==> config.mk <==
export PLATFORM = sky130hd
export DESIGN_NAME = ccr_control_regs
export DESIGN_NICKNAME = d
export VERILOG_FILES = /design/src/core/ccr_pkg.sv /design/src/core/ccr_control_regs.sv
export VERILOG_INCLUDE_DIRS = /design/src /design/src/core
export SDC_FILE = /design/constraint.sdc
export NUM_CORES = 1
export LEC_CHECK = 0
export BUFFER_PORTS_ARGS = -buffer_cell sky130_fd_sc_hd__buf_4
export CORE_MARGIN = 5
export CORE_UTILIZATION = 31
export DETAILED_ROUTE_END_ITERATION = 10
export GPL_TIMING_DRIVEN = 0
export PLACE_DENSITY_LB_ADDON = 0.2
export SYNTH_ARGS = -nofsm -noshare
export SYNTH_HDL_FRONTEND = slang
export SYNTH_SLANG_ARGS = --single-unit
==> constraint.sdc <==
create_clock -name CLK -period 4.8 [get_ports CLK]
set_input_delay 0.48 -clock CLK [delete_from_list [all_inputs] [get_ports CLK]]
set_output_delay 0.48 -clock CLK [all_outputs]
set_load 0.1 [all_outputs]
==> src/core/ccr_defines.svh <==
/*
 * Constants for the processor control register set: register selects, field
 * positions, reset values, page offset width and dual-mode companion offset.
 * Assumes inclusion by bare name from the design module and the checker.
 */
`ifndef CCR_DEFINES_SVH
`define CCR_DEFINES_SVH

// control register selects on the load/store control port
`define CCR_SEL_FAULT_ADDR 3'h1
`define CCR_SEL_PAGE_DIR 3'h3
`define CCR_SEL_BKPT_ADDR 3'h4
`define CCR_SEL_FLOAT_STAT 3'h2

// page_directory_control fields
`define CCR_PD_TE_BIT 0
`define CCR_PD_DPS_LO 1
`define CCR_PD_DPS_HI 3
`define CCR_PD_BL_BIT 4
`define CCR_PD_INV_BIT 5
`define CCR_PD_LB_BIT 6
`define CCR_PD_CS8_BIT 7
`define CCR_PD_RB_LO 8
`define CCR_PD_RB_HI 9
`define CCR_PD_RC_LO 10
`define CCR_PD_RC_HI 11
`define CCR_PD_DTB_LO 12
`define CCR_PD_DTB_HI 31

// float_status_control fields
`define CCR_FS_FZ_BIT 0
`define CCR_FS_TI_BIT 1
`define CCR_FS_RM_LO 2
`define CCR_FS_RM_HI 3
`define CCR_FS_SI_BIT 7

// reset values
`define CCR_PD_RESET 32'h0000_0080
`define CCR_FS_RESET 32'h0000_0000
`define CCR_BP_RESET 32'h0000_0000
`define CCR_FA_RESET 32'h0000_0000

// fixed page offset width and dual-mode companion distance
`define CCR_PAGE_LOW_BITS 12
`define CCR_COMPANION_OFS 32'h0000_0004

`endif

==> src/core/ccr_pkg.sv <==
/*
 * Types shared by the control register set: operand sizes, modes and the
 * grouped access and bus-cycle records.
 * Assumes ccr_defines.svh is on the include path.
 */
package ccr_pkg;

    typedef enum logic [2:0] {
        CCR_SZ_8 = 3'h0,
        CCR_SZ_16 = 3'h1,
        CCR_SZ_32 = 3'h2,
        CCR_SZ_64 = 3'h3,
        CCR_SZ_128 = 3'h4
    } ccr_size_t;

    typedef enum logic [1:0] {
        CCR_RM_NEAREST = 2'h0,
        CCR_RM_DOWN = 2'h1,
        CCR_RM_UP = 2'h2,
        CCR_RM_CHOP = 2'h3
    } ccr_round_t;

    // operand access issued by the load/store unit
    typedef struct packed {
        logic valid;
        logic is_write;
        ccr_size_t size;
        logic [31:0] vaddr;
    } ccr_access_t;

    // bus cycle started by the bus unit
    typedef struct packed {
        logic start;
        logic fetch_or_wb;
        logic req_after_lock;
        logic [31:0] paddr;
    } ccr_cycle_t;

    // cache replacement steering
    typedef struct packed {
        logic code_use_block;
        logic data_use_block;
        logic tlb_use_block;
        logic data_repl_off;
        logic [1:0] block;
    } ccr_repl_t;

endpackage : ccr_pkg

==> src/core/ccr_control_regs.sv <==
/*
 * Processor control register set: breakpoint comparator, page directory and
 * bus options, faulting instruction address and floating-point status.
 * Assumes a single clock, synchronous reset, and that the core pipeline
 * presents control-register loads/stores, operand accesses and events.
 */
//
// Overview of operation
// trap on operand access matching breakpoint, gated by read/write watch enables
// ignore one low bit for 16-bit, two for 32-bit accesses
// breakpoint trap raised before the load or store updates anything
// translation enable set means virtual addresses go through page tables
// next-near compares bus addresses ignoring low 12 plus page-bits bits
// lock asserted on cycles requested after lock set, except fetch/write-back
// lock drops at next load/store after clear; traps clear lock request
// invalidate bit triggers cache/TLB invalidate, never stored, reads zero
// late back-off bit sets two-clock mode unless strapped; only reset clears
// narrow code fetch set at init; software may clear once, never set
// replace block field selects block 0..3 and conditions cache flush
// replacement control: random, all selected, data selected, data disabled
// directory address is 20-bit base field over twelve zero bits
// trap loads faulting address with trapping instruction; read-only
// later reads return reader address, minus 4 in dual-instruction mode
// underflow traps unless flush-to-zero set, which yields zero result
// inexact traps only when trap-on-inexact is set
// sticky inexact set on every inexact result
// rounding select: nearest-even, down, up, toward zero
// 64-bit and 128-bit accesses ignore three and four low bits
`timescale 1ns/10ps
`default_nettype none
`include "ccr_defines.svh"

module ccr_control_regs
    import ccr_pkg::*;
(
    input wire logic CLK,
    input wire logic RST,
    input wire logic CE,
    input wire logic ONE_CLOCK_BACKOFF_STRAP,
    input wire logic CR_WRITE,
    input wire logic CR_READ,
    input wire logic [2:0] CR_SEL,
    input wire logic [31:0] CR_WDATA,
    input wire logic [31:0] CR_INSTR_ADDR,
    input wire logic DUAL_MODE,
    output logic [31:0] CR_RDATA,
    input wire logic READ_WATCH_ENABLE,
    input wire logic WRITE_WATCH_ENABLE,
    input wire ccr_access_t OPERAND_ACCESS,
    output logic BREAKPOINT_TRAP,
    output logic ACCESS_SUPPRESS,
    input wire logic TRAP_TAKEN,
    input wire logic [31:0] TRAP_INSTR_ADDR,
    input wire logic SET_LOCK,
    input wire logic CLEAR_LOCK,
    input wire ccr_cycle_t BUS_CYCLE,
    output logic LOCK_N,
    output logic NEXT_NEAR_N,
    output logic TRANSLATION_ENABLE,
    output logic [31:0] DIRECTORY_ADDR,
    output logic INVALIDATE_CACHES_TLB,
    output logic LATE_BACKOFF_TWO,
    output logic NARROW_CODE_FETCH,
    output ccr_repl_t REPLACEMENT,
    input wire logic FP_UNDERFLOW,
    input wire logic FP_INEXACT,
    output logic FP_RESULT_TRAP,
    output logic FP_FORCE_ZERO,
    output ccr_round_t ROUNDING_SELECT
);

    ////////////////////////////////////////////////////////////////////////
    // register storage
    logic [31:0] breakpoint_address_r;
    logic translation_enable_r;
    logic [2:0] dram_page_bits_r;
    logic bus_lock_request_r;
    logic late_backoff_select_r;
    logic narrow_code_fetch_r;
    logic narrow_cleared_r;
    logic [1:0] replace_block_select_r;
    logic [1:0] replacement_control_r;
    logic [19:0] directory_table_base_r;
    logic [31:0] faulting_instruction_address_r;
    logic fault_fresh_r;
    logic flush_underflow_to_zero_r;
    logic trap_on_inexact_r;
    logic [1:0] rounding_select_r;
    logic sticky_inexact_r;
    logic strap_one_clock_r;
    logic lock_out_r;
    logic [31:0] prev_bus_addr_r;
    logic near_r;
    logic inv_pulse_r;
    logic bp_hit_r;

    logic wr_pd;
    logic wr_fs;
    logic wr_bp;
    logic [31:0] bp_mask;
    logic bp_hit;
    logic [31:0] page_mask;
    logic [5:0] ign_bits;

    // reset images of the two mixed registers, sliced per field below
    localparam logic [31:0] pd_reset_val = `CCR_PD_RESET;
    localparam logic [31:0] fs_reset_val = `CCR_FS_RESET;

    assign wr_pd = CE && CR_WRITE && (CR_SEL == `CCR_SEL_PAGE_DIR);
    assign wr_fs = CE && CR_WRITE && (CR_SEL == `CCR_SEL_FLOAT_STAT);
    assign wr_bp = CE && CR_WRITE && (CR_SEL == `CCR_SEL_BKPT_ADDR);

    ////////////////////////////////////////////////////////////////////////
    // breakpoint comparator: low bits masked by operand size
    always_comb begin
        case (OPERAND_ACCESS.size)
            CCR_SZ_8: bp_mask = 32'hFFFF_FFFF;
            CCR_SZ_16: bp_mask = 32'hFFFF_FFFE;
            CCR_SZ_32: bp_mask = 32'hFFFF_FFFC;
            CCR_SZ_64: bp_mask = 32'hFFFF_FFF8;
            CCR_SZ_128: bp_mask = 32'hFFFF_FFF0;
            default: bp_mask = 32'hFFFF_FFFF;
        endcase
    end

    // watch enables select reads or writes
    assign bp_hit = OPERAND_ACCESS.valid
        && ((OPERAND_ACCESS.vaddr & bp_mask) == (breakpoint_address_r & bp_mask))
        && (OPERAND_ACCESS.is_write ? WRITE_WATCH_ENABLE : READ_WATCH_ENABLE);

    // suppression is combinational so the access never commits
    assign ACCESS_SUPPRESS = bp_hit;

    // trap indication registered for the trap logic
    always_ff @(posedge CLK) begin
        if (RST) begin
            bp_hit_r <= 1'b0;
        end else if (CE) begin
            bp_hit_r <= bp_hit;
        end
    end

    always_ff @(posedge CLK) begin
        if (RST) begin
            breakpoint_address_r <= `CCR_BP_RESET;
        end else if (wr_bp) begin
            breakpoint_address_r <= CR_WDATA;
        end
    end

    ////////////////////////////////////////////////////////////////////////
    // strap latched while reset is held and kept until the next reset, so a
    // page directory store right after release already sees one-clock mode
    always_ff @(posedge CLK) begin
        if (RST) begin
            strap_one_clock_r <= ONE_CLOCK_BACKOFF_STRAP;
        end
    end

    ////////////////////////////////////////////////////////////////////////
    // page directory: plain fields
    always_ff @(posedge CLK) begin
        if (RST) begin
            translation_enable_r <= pd_reset_val[`CCR_PD_TE_BIT];
            dram_page_bits_r <= pd_reset_val[`CCR_PD_DPS_HI:`CCR_PD_DPS_LO];
            replace_block_select_r <= pd_reset_val[`CCR_PD_RB_HI:`CCR_PD_RB_LO];
            replacement_control_r <= pd_reset_val[`CCR_PD_RC_HI:`CCR_PD_RC_LO];
            directory_table_base_r <= pd_reset_val[`CCR_PD_DTB_HI:`CCR_PD_DTB_LO];
        end else if (wr_pd) begin
            translation_enable_r <= CR_WDATA[`CCR_PD_TE_BIT];
            dram_page_bits_r <= CR_WDATA[`CCR_PD_DPS_HI:`CCR_PD_DPS_LO];
            replace_block_select_r <= CR_WDATA[`CCR_PD_RB_HI:`CCR_PD_RB_LO];
            replacement_control_r <= CR_WDATA[`CCR_PD_RC_HI:`CCR_PD_RC_LO];
            directory_table_base_r <= CR_WDATA[`CCR_PD_DTB_HI:`CCR_PD_DTB_LO];
        end
    end

    // late back-off: set only, ignored when strapped to one-clock mode
    always_ff @(posedge CLK) begin
        if (RST) begin
            late_backoff_select_r <= pd_reset_val[`CCR_PD_LB_BIT];
        end else if (wr_pd && CR_WDATA[`CCR_PD_LB_BIT] && !strap_one_clock_r) begin
            late_backoff_select_r <= 1'b1;
        end
    end

    // narrow fetch: set by init, one software clear allowed
    always_ff @(posedge CLK) begin
        if (RST) begin
            narrow_code_fetch_r <= pd_reset_val[`CCR_PD_CS8_BIT];
            narrow_cleared_r <= 1'b0;
        end else if (wr_pd && !CR_WDATA[`CCR_PD_CS8_BIT] && !narrow_cleared_r) begin
            narrow_code_fetch_r <= 1'b0;
            narrow_cleared_r <= 1'b1;
        end
    end

    // invalidate is a one-cycle pulse, never stored
    always_ff @(posedge CLK) begin
        if (RST) begin
            inv_pulse_r <= 1'b0;
        end else if (CE) begin
            inv_pulse_r <= wr_pd && CR_WDATA[`CCR_PD_INV_BIT];
        end
    end

    ////////////////////////////////////////////////////////////////////////
    // bus lock request: trap clears at once and wins over a set
    always_ff @(posedge CLK) begin
        if (RST) begin
            bus_lock_request_r <= 1'b0;
        end else if (CE) begin
            if (TRAP_TAKEN || bp_hit) begin
                bus_lock_request_r <= 1'b0;
            end else if (SET_LOCK) begin
                bus_lock_request_r <= 1'b1;
            end else if (CLEAR_LOCK) begin
                bus_lock_request_r <= 1'b0;
            end
        end
    end

    // lock output follows qualifying bus cycles, releases at next access once the lock request is clear
    always_ff @(posedge CLK) begin
        if (RST) begin
            lock_out_r <= 1'b0;
        end else if (CE) begin
            if (bus_lock_request_r && BUS_CYCLE.start && !BUS_CYCLE.fetch_or_wb
                && BUS_CYCLE.req_after_lock) begin
                lock_out_r <= 1'b1;
            end else if (!bus_lock_request_r && OPERAND_ACCESS.valid) begin
                lock_out_r <= 1'b0;
            end
        end
    end

    ////////////////////////////////////////////////////////////////////////
    // next-near: compare with previous cycle above the DRAM page
    assign ign_bits = 6'(`CCR_PAGE_LOW_BITS) + {3'h0, dram_page_bits_r};
    assign page_mask = 32'hFFFF_FFFF << ign_bits;

    always_ff @(posedge CLK) begin
        if (RST) begin
            prev_bus_addr_r <= 32'h0000_0000;
            near_r <= 1'b0;
        end else if (CE && BUS_CYCLE.start) begin
            prev_bus_addr_r <= BUS_CYCLE.paddr;
            near_r <= ((BUS_CYCLE.paddr & page_mask) == (prev_bus_addr_r & page_mask));
        end
    end

    ////////////////////////////////////////////////////////////////////////
    // faulting instruction address and its first-read marker
    always_ff @(posedge CLK) begin
        if (RST) begin
            faulting_instruction_address_r <= `CCR_FA_RESET;
            fault_fresh_r <= 1'b0;
        end else if (CE) begin
            if (TRAP_TAKEN) begin
                faulting_instruction_address_r <= TRAP_INSTR_ADDR;
                fault_fresh_r <= 1'b1;
            end else if (CR_READ && CR_SEL == `CCR_SEL_FAULT_ADDR) begin
                fault_fresh_r <= 1'b0;
            end
        end
    end

    ////////////////////////////////////////////////////////////////////////
    // float status: control fields and sticky inexact
    always_ff @(posedge CLK) begin
        if (RST) begin
            flush_underflow_to_zero_r <= fs_reset_val[`CCR_FS_FZ_BIT];
            trap_on_inexact_r <= fs_reset_val[`CCR_FS_TI_BIT];
            rounding_select_r <= fs_reset_val[`CCR_FS_RM_HI:`CCR_FS_RM_LO];
        end else if (wr_fs) begin
            flush_underflow_to_zero_r <= CR_WDATA[`CCR_FS_FZ_BIT];
            trap_on_inexact_r <= CR_WDATA[`CCR_FS_TI_BIT];
            rounding_select_r <= CR_WDATA[`CCR_FS_RM_HI:`CCR_FS_RM_LO];
        end
    end

    // inexact sets win over a software clear in the same cycle
    always_ff @(posedge CLK) begin
        if (RST) begin
            sticky_inexact_r <= fs_reset_val[`CCR_FS_SI_BIT];
        end else if (CE) begin
            if (FP_INEXACT) begin
                sticky_inexact_r <= 1'b1;
            end else if (wr_fs) begin
                sticky_inexact_r <= CR_WDATA[`CCR_FS_SI_BIT];
            end
        end
    end

    ////////////////////////////////////////////////////////////////////////
    // read mux, registered
    always_ff @(posedge CLK) begin
        if (RST) begin
            CR_RDATA <= 32'h0000_0000;
        end else if (CE && CR_READ) begin
            case (CR_SEL)
                `CCR_SEL_BKPT_ADDR: CR_RDATA <= breakpoint_address_r;
                `CCR_SEL_PAGE_DIR: CR_RDATA <= {directory_table_base_r,
                    replacement_control_r, replace_block_select_r, narrow_code_fetch_r,
                    late_backoff_select_r, 1'b0, bus_lock_request_r, dram_page_bits_r,
                    translation_enable_r};
                `CCR_SEL_FAULT_ADDR: CR_RDATA <= fault_fresh_r ?
                    faulting_instruction_address_r :
                    (DUAL_MODE ? CR_INSTR_ADDR - `CCR_COMPANION_OFS : CR_INSTR_ADDR);
                `CCR_SEL_FLOAT_STAT: CR_RDATA <= {24'h00_0000, sticky_inexact_r, 3'h0,
                    rounding_select_r, trap_on_inexact_r, flush_underflow_to_zero_r};
                default: CR_RDATA <= 32'h0000_0000;
            endcase
        end
    end

    ////////////////////////////////////////////////////////////////////////
    // outputs
    assign BREAKPOINT_TRAP = bp_hit_r;
    assign LOCK_N = ~lock_out_r;
    assign NEXT_NEAR_N = ~near_r;
    assign TRANSLATION_ENABLE = translation_enable_r;
    assign DIRECTORY_ADDR = {directory_table_base_r, 12'h000};
    assign INVALIDATE_CACHES_TLB = inv_pulse_r;
    assign LATE_BACKOFF_TWO = late_backoff_select_r && !strap_one_clock_r;
    assign NARROW_CODE_FETCH = narrow_code_fetch_r;

    // replacement steering in one driver; order code, data, tlb, off, block
    assign REPLACEMENT = {
        (replacement_control_r == 2'h1),
        (replacement_control_r == 2'h1) || (replacement_control_r == 2'h2),
        (replacement_control_r == 2'h1),
        (replacement_control_r == 2'h3),
        replace_block_select_r
    };

    // floating-point result handling
    assign FP_RESULT_TRAP = (FP_UNDERFLOW && !flush_underflow_to_zero_r)
        || (FP_INEXACT && trap_on_inexact_r);
    assign FP_FORCE_ZERO = FP_UNDERFLOW && flush_underflow_to_zero_r;
    assign ROUNDING_SELECT = ccr_round_t'(rounding_select_r);

endmodule : ccr_control_regs
`default_nettype wire

==> qor.csv <==
stage,metric,value,unit
status,status,"complete, no violations",
die,dieArea,0.0289,sq mm
worst_setup_path,crit_fanout,3,
grt,grt_usage,21.9,%
route,vias,8351,
pwr,ir_drop,0.226,mV
worst_setup_path,cpPeakStageDelay,0.52,ns
flow_run,drv_cap,0,
worst_setup_path,criticalPathCategory,flop to primary output,
logic_synthesis,syn_avg_cell_area,7.78,sq um
worst_setup_path,cpLargestDelayFamily,simple AND/OR/NAND/NOR gates,
route,drt_iter0_markers,704,
worst_setup_path,crit_path_cell_trace,xor2_1 -> or4_1 -> nor2_1 -> nand3_1 -> nor4b_2 -> buf_4,
route,wl_met2,15000,um
clocking,clk_latency,0.43,ns
grt,grt_max_degree,17,
clocking,clock-root-buffer,clkbuf_16,
placement,dpl_cell_area,0.0102,sq mm
route,routed_wl,32900,um
sta,max_slew_margin,33.2,%
grt,grt_pass1_vias,8109,
die,die_h,170,um
pwr,p_int,2.33,mW
sta,hold_viol_final,0,
cells_and_area,ff_latch_area,0.00319,sq mm
logic_synthesis,synth.most_common_cell,nand2_1,
hold_path,hold_path_class,input port to flop,
clocking,cts_tree,done,
worst_setup_path,critical_path.startpoint_type,flop,
sta,rsz0062_at_grt,no,
route,via_per_inst,5.11,
route,antenna_left,0,
logic_synthesis,yosysUniqueCellTypes,62,
cells_and_area,multiInputGateArea,0.00438,sq mm
clocking,clockBufferDepth,2,
clocking,cts_max_level,4,
logic_synthesis,synth_cells,1021,
clocking,cts_made_buffers,17,
cells_and_area,layout-drive-gt1-share,23.6,%
placement,dp_hpwl,26300,um
worst_setup_path,cp.arrival,2.58,ns
clocking,post_cts_resized,0,
die,die_w,170,um
pwr,p_switching,0.906,mW
pwr,pwr-share-clk,41.9,%
route,dr_wl_met3,2700,um
sta,skew,0.0119,ns
clocking,clkSinkCount,159,
pwr,seq_power_share,42.6,%
pwr,cellPowerDensity,300,mW/mm^2
logic_synthesis,syn_area,0.00794,sq mm
grt,antenna_found_initial,0,
cells_and_area,stdcell_area,0.0108,sq mm
sta,clock.fmax,327,MHz
worst_setup_path,endpoint_kind,primary output,
placement,gp_congestion,0.927,
route,met1_length,14200,um
logic_synthesis,synth_largest_area_cell,dfxtp_1,
sta,period_minus_slack,3.06,ns
route,drc,0,
die,initial_utilization,31.5,%
cells_and_area,area_growth,35.8,%
route,firstDrtPassIters,6,
pwr,power_frac_comb,15.6,%
cells_and_area,final_nets,1480,
route,wire_per_inst,20.1,um
sta,worst_slew_pin_slew,1.00,ns
sta,setup_tns,0,ns
grt,grt_first_pass_wirelength,48300,um
die,coreArea,0.0252,sq mm
clocking,path_clk_slew,0.06,ns
logic_synthesis,synthTopCellsByArea,"dfxtp_1, nand2_1, a21oi_1, xnor2_1, xor2_1",
sta,finalCritPeriodShare,63.7,%
pwr,netSwitchingFraction,28.0,%
sta,setup_viol,0,
sta,slew_viol_final,0,
cells_and_area,utilization,42.8,%
logic_synthesis,synth-edff-count,1,
clocking,post_cts_buffers,0,
logic_synthesis,yosysSeqAreaShare,40.2,%
logic_synthesis,synth-seq-cells,159,
worst_setup_path,crit_required,4.32,ns
cells_and_area,n_antenna_cell,0,
logic_synthesis,ys_warn_count,0,
logic_synthesis,synth_ff_type,dfxtp_1,
clocking,holdBufCountCts,0,
logic_synthesis,async_reset_ff_share,0,%
die,ios,267,
die,fp-row-count,58,
worst_setup_path,cpMaxStageDelayCell,or4_1,
logic_synthesis,yosys-top-cells-count,"nand2_1, dfxtp_1, a21oi_1",
pwr,p_leak,4.04,nW
route,highest_layer,met4,
cells_and_area,nFillCells,2677,
worst_setup_path,path_buf_inv,1,
placement,port_buffers,240,
logic_synthesis,synth_top_area_share,39.8,%
grt,grt_remaining_overflow,0,
worst_setup_path,r2r_slack,2.59,ns
path summary, 6_finish.rpt:
kind / depth (start not counted) / endpoint / start
max: 6 / ACCESS_SUPPRESS / breakpoint_address_r[26]
max reg2reg: 5 / CR_RDATA[6] / fault_fresh_r
min reg2reg: 2 / faulting_instruction_address_r[19] / faulting_instruction_address_r[19]
min: 1 / strap_one_clock_r / ONE_CLOCK_BACKOFF_STRAP
layer usage:
metal | vias to the layer above | global-route usage, %
li1 | 4086 | -
met1 | 3859 | 29.0
met2 | 352 | 35.0
met3 | 54 | 5.25
met4 | 0 | 7.26
met5 | - | 0
sequential cells by signal, summed over array words and instances, names as in the netlist, 2 cells and up:
name,cells
CR_RDATA,32
breakpoint_address_r,32
faulting_instruction_address_r,32
directory_table_base_r,20
prev_bus_addr_r,20
dram_page_bits_r,3
ROUNDING_SELECT,2
replace_block_select_r,2
replacement_control_r,2
metrics by stage:
stage | power (mW) | instances | hold slack [ns] | setup WS, ns
CTS | 3.25 | 1634 | 0.231 | 1.78
detailed placement | 1.91 | 1602 | 0.445 | 1.79
global route | 3.35 | 1635 | 0.230 | 1.68
floorplan | 1.67 | 1032 | 0.431 | 1.22
finish | 3.24 | 1635 | 0.242 | 1.74
global placement | 1.91 | 1602 | 0.438 | 1.76
cells in the final DEF, fill, tap and decap left out, drive strengths merged, types with 7 or more instances in the layout:
cell type,instances
nand2b,8
o31a,7
xor2,30
a21boi,8
nor3,7
nand3,12
o211ai,9
a22oi,18
dfxtp,158
or4,9
buf,258
a221oi,15
conb,12
clkbuf,87
o21ai,29
nand2,269
a222oi,11
inv,13
xnor2,37
nor4,24
a211oi,7
nor2,39
nand4,9
a21oi,136
mux2i,13
final cells by class:
type                    count  share of cell area (%)
multi-input cells         778                    40.6
flip-flops and latches    159                    29.6
repair buffers            241                    16.7
clock buffers              22                    4.30
well taps                 330                    3.83
plain buffers              82                    3.45
clock inverters            10                    1.04
inverters                  13                   0.452
worst reg2reg max path, delay by kind of cell (launching register included):
kind / cells / cell delay, ns
AO/OA/AOI/OAI: 1 / 0.17
buffers and inverters: 3 / 1.38
AND/OR/NAND/NOR: 1 / 0.24
flip-flops: 1 / 0.33
cells by family (layout without fill, tap and decap cells):
| logic type | count (synthesis) | in the layout | share of synthesized area, % |
|---|---|---|---|
| xor gates and xnor gates | 67 | 67 | 7.39 |
| DFF | 159 | 159 | 40.2 |
| AOI/OAI and AO/OA | 266 | 266 | 21.0 |
| adders and majority gates | 3 | 3 | 0.473 |
| buffers and inverters | 95 | 368 | 5.29 |
| and+or+nand+nor | 417 | 417 | 24.0 |
| muxes | 13 | 13 | 1.64 |
| other | 1 | 12 | 0.0472 |
power groups by stage:
stage | Sequential, mW | Combinational [mW] | Clock [mW]
after floorplan | 1.45 | 0.228 | 0
after global placement | 1.41 | 0.502 | 0
after detailed placement | 1.41 | 0.503 | 0
after CTS | 1.38 | 0.504 | 1.37
after global routing | 1.38 | 0.540 | 1.43
final | 1.38 | 0.505 | 1.35
(Power assumes the default switching activity.)
